**config.mk**
```make
export PLATFORM = sky130hd
export DESIGN_NAME = velocity_capture
export DESIGN_NICKNAME = d
export VERILOG_FILES = /design/src/feedback_pkg.sv /design/src/glitch_filter.sv /design/src/velocity_capture.sv /design/src/velocity_postscaler.sv
export SDC_FILE = /design/constraint.sdc
export NUM_CORES = 1
export LEC_CHECK = 0
export BUFFER_PORTS_ARGS = -buffer_cell sky130_fd_sc_hd__clkbuf_2
export CAP_MARGIN = 20
export CORE_ASPECT_RATIO = 0.75
export CORE_MARGIN = 5
export CORE_UTILIZATION = 25
export CTS_BUF_LIST = sky130_fd_sc_hd__clkbuf_8
export CTS_CLUSTER_SIZE = 25
export DETAILED_ROUTE_END_ITERATION = 12
export PLACE_DENSITY_LB_ADDON = 0.25
export SLEW_MARGIN = 20
export SYNTH_ARGS = -nofsm -noshare
export SYNTH_HDL_FRONTEND = slang
export SYNTH_SLANG_ARGS = --single-unit
```
**constraint.sdc**
```tcl
create_clock -name core_clk -period 2.43 [get_ports core_clk]
set_input_delay 0.486 -clock core_clk [delete_from_list [all_inputs] [get_ports core_clk]]
set_output_delay 0.486 -clock core_clk [all_outputs]
set_load 0.01 [all_outputs]
```
**src/feedback_pkg.sv**
```systemverilog
// Shared constants, register map and carriers of the velocity capture block
package feedback_pkg;

    // ------------------------------------------------------------
    // Clock and instruction cycle
    // ------------------------------------------------------------
    localparam int CLK_MHZ = 50;
    localparam int TCY_NS = 80;
    localparam int Q_PHASES = TCY_NS * CLK_MHZ / 1000;
    localparam logic [1:0] PH_Q1 = 2'h0;
    localparam logic [1:0] PH_Q2 = 2'h1;
    localparam logic [1:0] PH_Q4 = 2'(Q_PHASES - 1);
    localparam int FILTER_SAMPLES = 3;

    // ------------------------------------------------------------
    // Register offsets (byte addresses)
    // ------------------------------------------------------------
    localparam int ADDR_W = 8;
    localparam logic [7:0] OFF_FILTER = 8'h00;
    localparam logic [7:0] OFF_ENC = 8'h04;
    localparam logic [7:0] OFF_CAP1 = 8'h08;
    localparam logic [7:0] OFF_VELCAP = 8'h0c;
    localparam logic [7:0] OFF_TIMER = 8'h10;
    localparam logic [7:0] OFF_FLAGS = 8'h14;
    localparam logic [7:0] OFF_IRQEN = 8'h18;
    localparam logic [7:0] OFF_TBCTL = 8'h1c;

    // ------------------------------------------------------------
    // Field positions
    // ------------------------------------------------------------
    localparam int FLT_TCLK_BIT = 6;
    localparam int FLT_B_BIT = 5;
    localparam int FLT_A_BIT = 4;
    localparam int FLT_IDX_BIT = 3;
    localparam int FLT_DIV_LSB = 0;
    localparam int ENC_VELDIS_BIT = 7;
    localparam int ENC_MODE_LSB = 2;
    localparam int ENC_DEC_LSB = 0;
    localparam int CAP_REN_BIT = 6;
    localparam int FLAG_VEL_BIT = 0;
    localparam int FLAG_POS_BIT = 1;
    localparam int FLAG_DIR_BIT = 2;
    localparam int TB_ON_BIT = 0;
    localparam int TB_SYNC_BIT = 1;
    localparam int TB_EXT_BIT = 2;

    // ------------------------------------------------------------
    // Reset values and codes
    // ------------------------------------------------------------
    localparam logic [7:0] FILTER_RST = 8'h00;
    localparam logic [7:0] ENC_RST = 8'h80;
    localparam logic [7:0] CAP1_RST = 8'h00;
    localparam logic [7:0] TBCTL_RST = 8'h00;
    localparam logic [15:0] TIMER_CLEAR = 16'h0000;
    localparam logic [2:0] MODE_OFF = 3'h0;
    localparam logic [2:0] MODE_X2_IDX = 3'h1;
    localparam logic [2:0] MODE_X2_PER = 3'h2;
    localparam logic [2:0] MODE_X4_IDX = 3'h5;
    localparam logic [2:0] MODE_X4_PER = 3'h6;
    localparam logic [2:0] MODE_X4_ALT = 3'h7;
    localparam logic [2:0] FLT_DIV_UNUSED = 3'h7;
    localparam logic [5:0] DEC_LAST [0:3] = '{6'h00, 6'h03, 6'h0f, 6'h3f};
    localparam logic [6:0] FLT_MASK [0:7] =
        '{7'h00, 7'h01, 7'h03, 7'h0f, 7'h1f, 7'h3f, 7'h7f, 7'h00};
    localparam logic [1:0] RESP_OKAY = 2'h0;
    localparam logic [1:0] RESP_DECERR = 2'h3;

    // ------------------------------------------------------------
    // Carriers
    // ------------------------------------------------------------
    typedef struct packed {
        logic [ADDR_W-1:0] awaddr;
        logic awvalid;
        logic [31:0] wdata;
        logic [3:0] wstrb;
        logic wvalid;
        logic bready;
        logic [ADDR_W-1:0] araddr;
        logic arvalid;
        logic rready;
    } axi_req_s;

    typedef struct packed {
        logic awready;
        logic wready;
        logic bvalid;
        logic [1:0] bresp;
        logic arready;
        logic rvalid;
        logic [31:0] rdata;
        logic [1:0] rresp;
    } axi_rsp_s;

    // Bit order: 3 timer clock, 2 phase b, 1 phase a, 0 index
    typedef struct packed {
        logic ext_clk;
        logic phase_b;
        logic phase_a;
        logic index;
    } enc_pins_s;

endpackage : feedback_pkg

```
**src/glitch_filter.sv**
```systemverilog
// Three-sample glitch filter with bypass for one input
`timescale 1ns/1ps
`default_nettype none
module glitch_filter
    import feedback_pkg::*;
(
    input wire logic core_clk,
    input wire logic sys_rst,
    input wire logic sample_en,
    input wire logic enable,
    input wire logic raw_in,
    output logic filt_out
);
    logic [FILTER_SAMPLES-1:0] hist_q;
    logic level_q;

    always_ff @(posedge core_clk) begin
        if (sys_rst) begin
            hist_q <= '0;
        end else if (sample_en) begin
            hist_q <= {hist_q[FILTER_SAMPLES-2:0], raw_in};
        end
    end

    // Level moves only once the same value was seen on three samples
    always_ff @(posedge core_clk) begin
        if (sys_rst) begin
            level_q <= 1'b0;
        end else if (&hist_q) begin
            level_q <= 1'b1;
        end else if (~|hist_q) begin
            level_q <= 1'b0;
        end
    end

    always_ff @(posedge core_clk) begin
        if (sys_rst) begin
            filt_out <= 1'b0;
        end else begin
            filt_out <= enable ? level_q : raw_in;
        end
    end
endmodule : glitch_filter
`default_nettype wire

```
**src/velocity_capture.sv**
```systemverilog
// Velocity capture path, input noise filters and shared flags
//
// Function
// x2 modes give a velocity event per phase-A edge, x4 per A and B edge.
// Velocity measuring runs only with disable bit low and an encoder mode set.
// Decimation 00 passes every event, 01 passes one in four.
// Decimation 10 passes one in sixteen, 11 one in sixty-four.
// Each decimated pulse copies the time base and raises the velocity flag.
// Software puts the time base into a synchronous mode before use.
// Timer clear happens on the first Q1 after the capture pulse.
// Reset enable bit 6 of capture control clears the timer on capture.
// With reset enable low the timer runs on, captures still update.
// Entering velocity mode leaves the timer count untouched.
// Decimation setting is kept across leaving and re-entering velocity mode.
// Four filters: index, phase A, phase B, timer external clock.
// Filter output follows a level only after three equal samples.
// Filter group delay is three instruction cycles.
// Each filter has an enable; clear means raw input bypass.
// Shared sample clock from instruction cycle, divider 1:1 to 1:128.
// Filter control: bit6 timer clk, 5 B, 4 A, 3 index, 2-0 divider.
// Every reset clears the filter control register.
// Filter enables act the same in capture and encoder modes.
// Three flags mean capture events or velocity, position and direction.
// Velocity flag is written at the Q2 phase.
// In sleep the timer stops; the postscaler still counts events.
// Sleep capture sets the flag, wakes if enabled, loads buffer on wake.
`timescale 1ns/1ps
`default_nettype none
module velocity_capture
    import feedback_pkg::*;
(
    input wire logic core_clk,
    input wire logic sys_rst,
    input wire axi_req_s bus_req,
    output axi_rsp_s bus_rsp,
    input wire enc_pins_s pins_raw,
    input wire logic sleep_mode,
    input wire logic [2:0] capture_event_in,
    input wire logic position_event_in,
    input wire logic direction_change_in,
    output enc_pins_s pins_filt,
    output logic velocity_capture_pulse,
    output logic wake_request
);
    // ------------------------------------------------------------
    // Registers and internal state
    // ------------------------------------------------------------
    logic [6:0] noise_filter_control_q;
    logic [7:0] encoder_control_register_q;
    logic [7:0] capture_channel_one_control_q;
    logic [2:0] time_base_control_q;
    logic [15:0] velocity_capture_register_q;
    logic [15:0] velocity_time_base_q;
    logic [2:0] peripheral_flag_register_q;
    logic [2:0] irq_enable_q;
    logic [1:0] phase_q;
    logic [6:0] div_cnt_q;
    logic a_prev_q;
    logic b_prev_q;
    logic clk_prev_q;
    logic rst_pend_q;
    logic flag_pend_q;
    logic sleep_prev_q;
    logic sleep_cap_q;

    logic awready_q;
    logic wready_q;
    logic bvalid_q;
    logic [1:0] bresp_q;
    logic arready_q;
    logic rvalid_q;
    logic [31:0] rdata_q;
    logic [1:0] rresp_q;
    logic [ADDR_W-1:0] aw_addr_q;
    logic [31:0] w_data_q;
    logic [3:0] w_strb_q;

    // ------------------------------------------------------------
    // Decoded controls
    // ------------------------------------------------------------
    logic [2:0] enc_mode;
    logic [1:0] dec_sel;
    logic [2:0] flt_div;
    logic enc_on;
    logic x2_mode;
    logic x4_mode;
    logic vel_active;
    logic tcy_en;
    logic at_q1;
    logic at_q2;
    logic sample_en;
    logic vel_event;
    logic vel_pulse;
    logic tb_inc;
    logic wake_load;
    logic wr_go;
    logic [2:0] flag_set;
    logic [2:0] flag_clr;
    logic [3:0] raw_v;
    logic [3:0] en_v;
    logic [3:0] filt_v;

    assign enc_mode = encoder_control_register_q[ENC_MODE_LSB +: 3];
    assign dec_sel = encoder_control_register_q[ENC_DEC_LSB +: 2];
    assign flt_div = noise_filter_control_q[FLT_DIV_LSB +: 3];
    assign enc_on = (enc_mode != MODE_OFF);
    assign x2_mode = (enc_mode == MODE_X2_IDX) || (enc_mode == MODE_X2_PER);
    assign x4_mode = (enc_mode == MODE_X4_IDX) || (enc_mode == MODE_X4_PER)
        || (enc_mode == MODE_X4_ALT);
    assign vel_active = !encoder_control_register_q[ENC_VELDIS_BIT]
        && (x2_mode || x4_mode);
    assign tcy_en = (phase_q == PH_Q4) && !sleep_mode;
    assign at_q1 = (phase_q == PH_Q1) && !sleep_mode;
    assign at_q2 = (phase_q == PH_Q2) && !sleep_mode;

    // ------------------------------------------------------------
    // Instruction cycle phases and filter sample clock
    // ------------------------------------------------------------
    // Phases hold while sleep_mode is high; core_clk itself keeps running
    always_ff @(posedge core_clk) begin
        if (sys_rst) begin
            phase_q <= PH_Q1;
        end else if (!sleep_mode) begin
            phase_q <= (phase_q == PH_Q4) ? PH_Q1 : phase_q + 2'h1;
        end
    end

    always_ff @(posedge core_clk) begin
        if (sys_rst) begin
            div_cnt_q <= '0;
        end else if (tcy_en) begin
            div_cnt_q <= div_cnt_q + 7'h01;
        end
    end

    // Unused divider code stops sampling, filters then hold their level
    assign sample_en = tcy_en && (flt_div != FLT_DIV_UNUSED)
        && ((div_cnt_q & FLT_MASK[flt_div]) == FLT_MASK[flt_div]);

    // ------------------------------------------------------------
    // Noise filters
    // ------------------------------------------------------------
    assign raw_v = pins_raw;
    assign en_v = {noise_filter_control_q[FLT_TCLK_BIT],
                   noise_filter_control_q[FLT_B_BIT],
                   noise_filter_control_q[FLT_A_BIT],
                   noise_filter_control_q[FLT_IDX_BIT]};

    for (genvar i = 0; i < 4; i++) begin : g_filter
        glitch_filter u_filter (
            .core_clk (core_clk),
            .sys_rst (sys_rst),
            .sample_en (sample_en),
            .enable (en_v[i]),
            .raw_in (raw_v[i]),
            .filt_out (filt_v[i])
        );
    end
    assign pins_filt = filt_v;

    // ------------------------------------------------------------
    // Velocity events and postscaler
    // ------------------------------------------------------------
    always_ff @(posedge core_clk) begin
        if (sys_rst) begin
            a_prev_q <= 1'b0;
            b_prev_q <= 1'b0;
            clk_prev_q <= 1'b0;
        end else begin
            a_prev_q <= pins_filt.phase_a;
            b_prev_q <= pins_filt.phase_b;
            clk_prev_q <= pins_filt.ext_clk;
        end
    end

    assign vel_event = vel_active && ((pins_filt.phase_a != a_prev_q)
        || (x4_mode && (pins_filt.phase_b != b_prev_q)));

    // Counter clears while inactive; the select field itself is never
    // touched, so re-entering the mode resumes the old ratio
    velocity_postscaler u_post (
        .core_clk (core_clk),
        .sys_rst (sys_rst),
        .clear (!vel_active),
        .event_in (vel_event),
        .sel (dec_sel),
        .pulse (vel_pulse)
    );

    always_ff @(posedge core_clk) begin
        if (sys_rst) begin
            velocity_capture_pulse <= 1'b0;
        end else begin
            velocity_capture_pulse <= vel_pulse;
        end
    end

    // ------------------------------------------------------------
    // Time base, capture and deferred clear
    // ------------------------------------------------------------

    assign tb_inc = time_base_control_q[TB_ON_BIT] && !sleep_mode
        && (time_base_control_q[TB_EXT_BIT]
            ? (pins_filt.ext_clk && !clk_prev_q) : tcy_en);

    // A pulse in the Q1 cycle itself waits for the next Q1
    always_ff @(posedge core_clk) begin
        if (sys_rst) begin
            rst_pend_q <= 1'b0;
        end else if (vel_pulse && !sleep_mode) begin
            rst_pend_q <= capture_channel_one_control_q[CAP_REN_BIT];
        end else if (at_q1) begin
            rst_pend_q <= 1'b0;
        end
    end

    // Only writes, counting and capture clears touch the count
    always_ff @(posedge core_clk) begin
        if (sys_rst) begin
            velocity_time_base_q <= TIMER_CLEAR;
        end else if (at_q1 && rst_pend_q) begin
            velocity_time_base_q <= TIMER_CLEAR;
        end else if (wr_go && aw_addr_q == OFF_TIMER) begin
            if (w_strb_q[0]) velocity_time_base_q[7:0] <= w_data_q[7:0];
            if (w_strb_q[1]) velocity_time_base_q[15:8] <= w_data_q[15:8];
        end else if (tb_inc) begin
            velocity_time_base_q <= velocity_time_base_q + 16'h0001;
        end
    end

    assign wake_load = sleep_prev_q && !sleep_mode && sleep_cap_q;

    always_ff @(posedge core_clk) begin
        if (sys_rst) begin
            velocity_capture_register_q <= '0;
        end else if ((vel_pulse && !sleep_mode) || wake_load) begin
            velocity_capture_register_q <= velocity_time_base_q;
        end
    end

    always_ff @(posedge core_clk) begin
        if (sys_rst) begin
            sleep_prev_q <= 1'b0;
            sleep_cap_q <= 1'b0;
        end else begin
            sleep_prev_q <= sleep_mode;
            if (vel_pulse && sleep_mode) begin
                sleep_cap_q <= 1'b1;
            end else if (wake_load) begin
                sleep_cap_q <= 1'b0;
            end
        end
    end

    always_ff @(posedge core_clk) begin
        if (sys_rst) begin
            flag_pend_q <= 1'b0;
        end else if (vel_pulse && !sleep_mode) begin
            flag_pend_q <= 1'b1;
        end else if (at_q2) begin
            flag_pend_q <= 1'b0;
        end
    end

    // ------------------------------------------------------------
    // Shared flags and wake
    // ------------------------------------------------------------
    always_comb begin
        if (enc_on) begin
            flag_set[FLAG_VEL_BIT] = (at_q2 && flag_pend_q)
                || (vel_pulse && sleep_mode);
            flag_set[FLAG_POS_BIT] = position_event_in;
            flag_set[FLAG_DIR_BIT] = direction_change_in;
        end else begin
            flag_set = capture_event_in;
        end
    end

    assign flag_clr = (wr_go && aw_addr_q == OFF_FLAGS && w_strb_q[0])
        ? w_data_q[2:0] : 3'h0;

    // Set wins over a write-one clear in the same cycle
    always_ff @(posedge core_clk) begin
        if (sys_rst) begin
            peripheral_flag_register_q <= '0;
        end else begin
            peripheral_flag_register_q <=
                (peripheral_flag_register_q & ~flag_clr) | flag_set;
        end
    end

    always_ff @(posedge core_clk) begin
        if (sys_rst) begin
            wake_request <= 1'b0;
        end else begin
            wake_request <= sleep_mode
                && |(peripheral_flag_register_q & irq_enable_q);
        end
    end

    // ------------------------------------------------------------
    // Software registers
    // ------------------------------------------------------------
    always_ff @(posedge core_clk) begin
        if (sys_rst) begin
            noise_filter_control_q <= FILTER_RST[6:0];
            encoder_control_register_q <= ENC_RST;
            capture_channel_one_control_q <= CAP1_RST;
            time_base_control_q <= TBCTL_RST[2:0];
            irq_enable_q <= '0;
        end else if (wr_go && w_strb_q[0]) begin
            unique case (aw_addr_q)
                OFF_FILTER: noise_filter_control_q <= w_data_q[6:0];
                OFF_ENC: encoder_control_register_q <= w_data_q[7:0];
                OFF_CAP1: capture_channel_one_control_q <=
                    w_data_q[7:0] & (8'h01 << CAP_REN_BIT);
                OFF_TBCTL: time_base_control_q <= w_data_q[2:0];
                OFF_IRQEN: irq_enable_q <= w_data_q[2:0];
                default: ;
            endcase
        end
    end

    // ------------------------------------------------------------
    // AXI4-Lite slave
    // ------------------------------------------------------------
    assign wr_go = !awready_q && !wready_q && !bvalid_q;

    always_ff @(posedge core_clk) begin
        if (sys_rst) begin
            awready_q <= 1'b1;
            aw_addr_q <= '0;
        end else if (bus_req.awvalid && awready_q) begin
            awready_q <= 1'b0;
            aw_addr_q <= bus_req.awaddr;
        end else if (wr_go) begin
            awready_q <= 1'b1;
        end
    end

    always_ff @(posedge core_clk) begin
        if (sys_rst) begin
            wready_q <= 1'b1;
            w_data_q <= '0;
            w_strb_q <= '0;
        end else if (bus_req.wvalid && wready_q) begin
            wready_q <= 1'b0;
            w_data_q <= bus_req.wdata;
            w_strb_q <= bus_req.wstrb;
        end else if (wr_go) begin
            wready_q <= 1'b1;
        end
    end

    function automatic logic mapped(input logic [ADDR_W-1:0] a);
        mapped = (a[1:0] == 2'h0) && (a <= OFF_TBCTL);
    endfunction : mapped

    always_ff @(posedge core_clk) begin
        if (sys_rst) begin
            bvalid_q <= 1'b0;
            bresp_q <= RESP_OKAY;
        end else if (wr_go) begin
            bvalid_q <= 1'b1;
            bresp_q <= mapped(aw_addr_q) ? RESP_OKAY : RESP_DECERR;
        end else if (bus_req.bready) begin
            bvalid_q <= 1'b0;
        end
    end

    logic [31:0] rd_val;
    always_comb begin
        rd_val = '0;
        unique case (bus_req.araddr)
            OFF_FILTER: rd_val[6:0] = noise_filter_control_q;
            OFF_ENC: rd_val[7:0] = encoder_control_register_q;
            OFF_CAP1: rd_val[7:0] = capture_channel_one_control_q;
            OFF_VELCAP: rd_val[15:0] = velocity_capture_register_q;
            OFF_TIMER: rd_val[15:0] = velocity_time_base_q;
            OFF_FLAGS: rd_val[2:0] = peripheral_flag_register_q;
            OFF_IRQEN: rd_val[2:0] = irq_enable_q;
            OFF_TBCTL: rd_val[2:0] = time_base_control_q;
            default: rd_val = '0;
        endcase
    end

    always_ff @(posedge core_clk) begin
        if (sys_rst) begin
            arready_q <= 1'b1;
            rvalid_q <= 1'b0;
            rdata_q <= '0;
            rresp_q <= RESP_OKAY;
        end else if (bus_req.arvalid && arready_q) begin
            arready_q <= 1'b0;
            rvalid_q <= 1'b1;
            rdata_q <= rd_val;
            rresp_q <= mapped(bus_req.araddr) ? RESP_OKAY : RESP_DECERR;
        end else if (rvalid_q && bus_req.rready) begin
            arready_q <= 1'b1;
            rvalid_q <= 1'b0;
        end
    end

    assign bus_rsp = '{awready: awready_q, wready: wready_q, bvalid: bvalid_q,
                       bresp: bresp_q, arready: arready_q, rvalid: rvalid_q,
                       rdata: rdata_q, rresp: rresp_q};
endmodule : velocity_capture
`default_nettype wire

```
**src/velocity_postscaler.sv**
```systemverilog
// Velocity event decimator, 1:1 to 1:64
`timescale 1ns/1ps
`default_nettype none
module velocity_postscaler
    import feedback_pkg::*;
(
    input wire logic core_clk,
    input wire logic sys_rst,
    input wire logic clear,
    input wire logic event_in,
    input wire logic [1:0] sel,
    output logic pulse
);
    logic [5:0] cnt_q;

    always_ff @(posedge core_clk) begin
        if (sys_rst || clear) begin
            cnt_q <= '0;
            pulse <= 1'b0;
        end else if (event_in) begin
            if (cnt_q >= DEC_LAST[sel]) begin
                cnt_q <= '0;
                pulse <= 1'b1;
            end else begin
                cnt_q <= cnt_q + 6'h01;
                pulse <= 1'b0;
            end
        end else begin
            pulse <= 1'b0;
        end
    end
endmodule : velocity_postscaler
`default_nettype wire

```
# Word level (Yosys, flattened, before mapping)
# Memory sizes are Yosys's and may differ from the RTL's.
# Index checks and enable logic that the tools add are counted.
# Widths: inputs -> output; s select.
# totals
ram_bits	0
n_memories	1
latchBits	0
out_inout_bits	47
inputBits	69
ff_bits	153
mem_bits_ro	56
# mem_list
memory	depth	width	rd	rd_ports_with_merged_regs	write_ports	line	source
(name not given)	8	7	1	0	0	velocity_capture.sv:138	&& ((div_cnt_q & FLT_MASK[flt_div]) == FLT_MASK[flt_div]);
# op_classes
eq_ne	30
n_mul	0
n_mux	48
reduce_logical	77
addsub	4
n_div	0
n_lt_le_gt_ge	5
bitwise	8
n_shift	0
# op_table
operator	n
$eq 8x5->1 const B	8
$mux 16	2
$logic_and 1x1->1	30
$mux 1	29
$eq 8x4->1 const B	3
$pmux 3 s7	1
$pmux 4 s5	1
$mux 6	3
$add 16x1->16 const B	1
$eq 8x3->1 const B	2
$le 8x5->1 const B	2
$logic_not 8->1	2
$mux 8	2
$pmux 8 s2	1
$reduce_bool 2->1	8
$reduce_or 3->1	5
$mux 7	2
$reduce_and 2->1	7
$bmux 6 s2	1
$reduce_and 3->1	4
$eq 3x3->1 const B	3
$logic_or 1x1->1	8
$ne 2x1->1 const B	4
$add 7x1->7 const B	1
other kinds (27)	42

# Depth between registers and ports, before layout
# depth
word_depth	9
depth_mapped	9
mapped_depth_nobuf	7

# Hierarchy
# Synthesis repeated with hierarchy kept, for this count alone.
# unflattened
hier_cells	803
hier_area_um2	6995.5
# modules_own_cells
module	instances	cells_each	seq_area_each_um2	area_per_inst_um2
velocity_capture	1	687	2482.4	5814.3
glitch_filter	4	17	100.1	177.7
velocity_postscaler	1	48	140.1	470.5

# Least setup slack after synthesis
# No wires, ideal clock.
# synth_timing
path_kind	input to register
from	in sleep_mode
to	reg velocity_capture_register_q[10]
setup_time_ps	128
arrival_time_ps	1677
stages	5
slack_ps	625
path_buffers	2
path_cell_list	buf_2 -> nor2_1 -> buf_2 -> mux2i_1 -> nor2_1
# synth_via
elab_chain_len	4
elab_cells_between_ends	5
# synth_lines
element	line	source
from (decl)	velocity_capture.sv:37	input wire logic sleep_mode,
$logic_not 1->1 (*)	velocity_capture.sv:231, velocity_capture.sv:236	
$logic_and 1x1->1 (2 in series)	velocity_capture.sv:231	assign wake_load = sleep_prev_q && !sleep_mode && sleep_cap_q;
$logic_or 1x1->1 (*)	velocity_capture.sv:236	end else if ((vel_pulse && !sleep_mode) || wake_load) begin
to (signal assigned)	velocity_capture.sv:237	velocity_capture_register_q <= velocity_time_base_q;
to (decl)	velocity_capture.sv:52	logic [15:0] velocity_capture_register_q;
# Every way passes the cells marked *; elsewhere a longest branch is shown, timed or not.
# A chain may end at the register's enable or synchronous reset.

# Worst setup path in the final report
# layout_timing
from	reg phase_q[0]
to	reg velocity_time_base_q[8]
# layout_via
elab_chain_len	6
elab_cells_between_ends	10
# layout_lines
element	line	source
from (decl)	velocity_capture.sv:56	logic [1:0] phase_q;
from (signal assigned)	velocity_capture.sv:124	phase_q <= (phase_q == PH_Q4) ? PH_Q1 : phase_q + 2'h1;
$eq 2x2->1	velocity_capture.sv:112	assign tcy_en = (phase_q == PH_Q4) && !sleep_mode;
$logic_and 1x1->1	velocity_capture.sv:112	
$mux 1	velocity_capture.sv:204	? (pins_filt.ext_clk && !clk_prev_q) : tcy_en);
$logic_and 1x1->1	velocity_capture.sv:203	&& (time_base_control_q[TB_EXT_BIT]
$reduce_bool 2->1 (no line)	-	
$reduce_and 2->1 (no line)	-	
to (signal assigned)	velocity_capture.sv:225	if (w_strb_q[1]) velocity_time_base_q[15:8] <= w_data_q[15:8];
to (signal assigned)	velocity_capture.sv:227	velocity_time_base_q <= velocity_time_base_q + 16'h0001;
to (decl)	velocity_capture.sv:53	logic [15:0] velocity_time_base_q;
# Several ways; a longest one is shown, not always the timed one.

==> results.txt <==
* Status: complete, no violations
- For this run the aggregate overflow at the end of global routing stands at 0.
- Post-CTS Hold Fix Bufs: 0
- The setup check on the worst reg-to-reg path leaves a slack of 0.31 ns.
- Post-synthesis sequential area ratio: 42.9%
* Async set-reset flop share out of synthesis: 0%
- Yosys cell types: 71
- The worst hold path begins at bus_req[11].
- Of all nets on the critical path, the largest fanout is 9.
- Summing all multi-input logic gate instances after layout gives 3630 sq um.
- Once the clock tree was built, the setup fixing pass inserted 0 buffers.
- The pre-antenna-repair detailed-routing pass consisted of 4 iterations.
- At the end of routability-driven placement, the weighted congestion stood at 0.763.
* Chip height: 155 um
- The final route contains 5,720 vias.
- Drt total wl: 19.3 mm
- Class of the tightest hold or removal check: in -> reg
- Root buffer selected by CTS: sky130_fd_sc_hd__clkbuf_8
- For this run, the total global-route usage over all layers was measured as 12.2%.
- Average footprint of a synthesized cell: 8.84 sq um
- Across all setup checks in the final design, the least slack found is 0.312 ns.
- IO buf count: 81
* Leakage power summed over all cells: 3.19 nW
- Clock insertion delay at the later pin of the skew report: 0.46 ns
- Critical path endpoint category: flip-flop
- Summing all placed instances gives a cell area of 7770 sq um.
- In the synthesized netlist the dominant register cell turns out to be sky130_fd_sc_hd__dfxtp_1.
- In this run the worst setup path begins at phase_q[0].
- Number of synthesis warnings: 0
- Before CTS, the worst setup slack after placement is 0.313 ns.
- Post-cts sizing count: 0
- Reported max-cap violation count: 0
* Antenna diode count: 0
* Req. time, crit path: 2.82 ns
- Worst Path Class, Setup: reg -> reg
- The number of clock buffers added by TritonCTS is 17.
- Setup TNS: 0 ns
* Die Outline Area: 31,700 sq um
* Timing-limited maximum frequency: 472 MHz
- For this block, the initial DRC count from the detailed router was 345.
* Via density per instance: 4.54
- After synthesis the netlist holds a flip-flop and latch count of 151.
* DR DRC count: 0
* Wire length of the first global-routing pass: 30.4 mm
* Initial antenna violation count: 0
* Number of failing setup endpoints in the final timing report: 0
- Summing all flip-flop and latch instances after layout gives 3020 sq um.
* Reg-to-reg startpoint: phase_q[0]
- STA classifies the critical path startpoint as a flip-flop.
- VDD IR-drop max: 0.000342 V
* Largest clock skew in the final design: 0.0151 ns
* Detailed-route wire length per cell: 15.3 um
* Area growth, synth to finish: 17.0%
* Die Span X: 204 um
- Clk sink count: 151
- For the pin with the worst max-slew slack, the measured transition is 0.671 ns.
- Clock tree from TritonCTS: yes
- Entering global routing, the biggest net connects 72 pins.
- Setup repair after global routing left no endpoint under its margin.
* Vias in the first global route: 5,430
* Layout fillers: 3,038
- Routed Antenna Nets: 0
- Final hold violations: 0
- Maximum root-to-sink buffer count: 2
* Floorplan core area: 27,900 sq um
- Final-report max-slew violation count: 0
* Final HPWL from detailed placement: 14.2 mm
- 116 I/O pins were placed.
* Maximum level of the CTS H-tree: 4
* Fin crit period: 2.12 ns
- Number of cells on the worst reg-to-reg path: 6
- Clock transition time at the flip-flop clock pins of the worst setup and hold paths: 0.08 ns
- Counting flops with a built-in enable in the synthesized netlist gives 0.
- Of the cells placed in the final design, the portion with a size suffix greater than 1 is 17.5%.
* Final instance area: 8250 sq um
- The final critical path takes up 87.2% of the cycle.
- Cells after synthesis: 798
* Starting density of the core: 25.3%
- Total standard cell area after synthesis: 7050 sq um
- For the worst setup path, the data arrival time is 2.51 ns.
- The net count of the finished layout is 949.
* Total number of placement rows: 53
* Power per cell area: 636 nW/um^2
- Counting instances, the worst hold path has a depth of 2.
* Relative slew slack: 55.3%
registers in the layout (all words and copies together) (netlist names), 3 cells and up:
name                         cells
noise_filter_control_q           7
div_cnt_q                        7
g_filter.u_filter.filt_out       4
peripheral_flag_register_q       3
time_base_control_q              3
g_filter.u_filter.level_q        4
encoder_control_register_q       8
rdata_q                         16
w_data_q                        16
velocity_capture_register_q     16
u_post.cnt_q                     6
irq_enable_q                     3
velocity_time_base_q            16
g_filter.u_filter.hist_q        12
aw_addr_q                        8
final timing paths:
path	endpoint
min reg2reg	g_filter[1].u_filter.level_q
max	velocity_time_base_q[8]
min	wready_q
max reg2reg	velocity_time_base_q[8]
power by group:
| group | internal (mW) | switching (mW) |
|---|---|---|
| sequential | 2.52 | 0.0545 |
| clock | 1.39 | 0.940 |
| combinational | 0.131 | 0.211 |
| total | 4.04 | 1.21 |
layout by cell type, fill, tap and decap left out, types with 7 or more instances in the layout:
master                     instances
sky130_fd_sc_hd__a22o_1           11
sky130_fd_sc_hd__o21ai_0          27
sky130_fd_sc_hd__o22ai_1           7
sky130_fd_sc_hd__nand2b_1         25
sky130_fd_sc_hd__nand2_1          86
sky130_fd_sc_hd__ha_1             16
sky130_fd_sc_hd__xor2_1            7
sky130_fd_sc_hd__dfxtp_1         151
sky130_fd_sc_hd__conb_1           16
sky130_fd_sc_hd__buf_4            19
sky130_fd_sc_hd__a22oi_1          12
sky130_fd_sc_hd__and3_1            8
sky130_fd_sc_hd__clkbuf_8         20
sky130_fd_sc_hd__inv_1            22
sky130_fd_sc_hd__nand3_1          33
sky130_fd_sc_hd__nor2_1           81
sky130_fd_sc_hd__mux2i_1          64
sky130_fd_sc_hd__nor3_1           10
sky130_fd_sc_hd__nand4_1           7
sky130_fd_sc_hd__a21oi_1          62
sky130_fd_sc_hd__xnor2_1           7
sky130_fd_sc_hd__clkbuf_2         80
synthesized netlist by cell type, types with 5 or more instances:
| cell | count | area share [%] |
|---|---|---|
| sky130_fd_sc_hd__a21o_1 | 6 | 0.64 |
| sky130_fd_sc_hd__a31oi_1 | 6 | 0.53 |
| sky130_fd_sc_hd__buf_4 | 29 | 3.1 |
| sky130_fd_sc_hd__nand3_1 | 33 | 2.3 |
| sky130_fd_sc_hd__nor3_1 | 10 | 0.71 |
| sky130_fd_sc_hd__clkbuf_1 | 25 | 1.3 |
| sky130_fd_sc_hd__o22ai_1 | 7 | 0.62 |
| sky130_fd_sc_hd__nor2b_1 | 5 | 0.44 |
| sky130_fd_sc_hd__xor2_1 | 7 | 0.87 |
| sky130_fd_sc_hd__nor2_1 | 81 | 4.3 |
| sky130_fd_sc_hd__a21oi_1 | 62 | 4.4 |
| sky130_fd_sc_hd__ha_1 | 16 | 2.8 |
| sky130_fd_sc_hd__inv_1 | 19 | 1.0 |
| sky130_fd_sc_hd__nand2b_1 | 25 | 2.2 |
| sky130_fd_sc_hd__xnor2_1 | 7 | 0.87 |
| sky130_fd_sc_hd__o21ai_0 | 27 | 1.9 |
| sky130_fd_sc_hd__and3_1 | 8 | 0.71 |
| sky130_fd_sc_hd__a22oi_1 | 12 | 1.3 |
| sky130_fd_sc_hd__mux2i_1 | 64 | 9.1 |
| sky130_fd_sc_hd__a22o_1 | 11 | 1.4 |
| sky130_fd_sc_hd__or3_1 | 5 | 0.44 |
| sky130_fd_sc_hd__dfxtp_1 | 151 | 43 |
| sky130_fd_sc_hd__buf_1 | 5 | 0.27 |
| sky130_fd_sc_hd__nand2_1 | 86 | 4.6 |
| sky130_fd_sc_hd__buf_2 | 7 | 0.50 |
| sky130_fd_sc_hd__nand4_1 | 7 | 0.62 |
final cells by class:
type                    instances  area share, %
repair buffers                100           6.82
flip-flops and latches        151           36.6
well taps                     385           5.84
clock inverters                11           2.47
multi-input cells             575           44.0
clock buffers                  20           3.34
inverters                      19          0.864
worst max-delay path, cell delays in order, from the launching register on:
cell                       delay [ns]
sky130_fd_sc_hd__dfxtp_1         0.41
sky130_fd_sc_hd__ha_1            0.25
sky130_fd_sc_hd__nand2b_1        0.13
sky130_fd_sc_hd__a21oi_2         0.27
sky130_fd_sc_hd__nand2_1         0.26
sky130_fd_sc_hd__or4_1           0.56
sky130_fd_sc_hd__a31oi_1         0.17
cells by family after synthesis:
logic type               Yosys count  share of synthesized area [%]
other                              1                         0.0532
AO/OA/AOI/OAI                    162                           14.4
AND/OR/NAND/NOR                  298                           21.2
flip-flops                       151                           42.9
XOR/XNOR                          14                           1.74
buffers and inverters             87                           6.42
multiplexers                      69                           10.4
adder cells (fa/ha/maj)           16                           2.84
metrics by stage:
stage          hold slack, ns  power, mW  std cells  utilization [%]
2_1_floorplan           0.432       2.87        813                -
3_3_place_gp            0.446       2.98       1230             27.8
3_5_place_dp            0.447       2.98       1230             27.8
4_1_cts                 0.199       5.33       1261             29.6
5_1_grt                 0.228       5.47       1261             29.6
6_report                0.246       5.25       1261             29.6
routing by layer:
metal | routed length (um) | track usage (%) | up-vias
li1 | - | - | 2905
met1 | 11000 | 19.7 | 2664
met2 | 7100 | 15.7 | 134
met3 | 965 | 2.81 | 17
met4 | 228 | 3.41 | 0
met5 | 0 | 0 | -
Power figures use the tool's default switching activity.
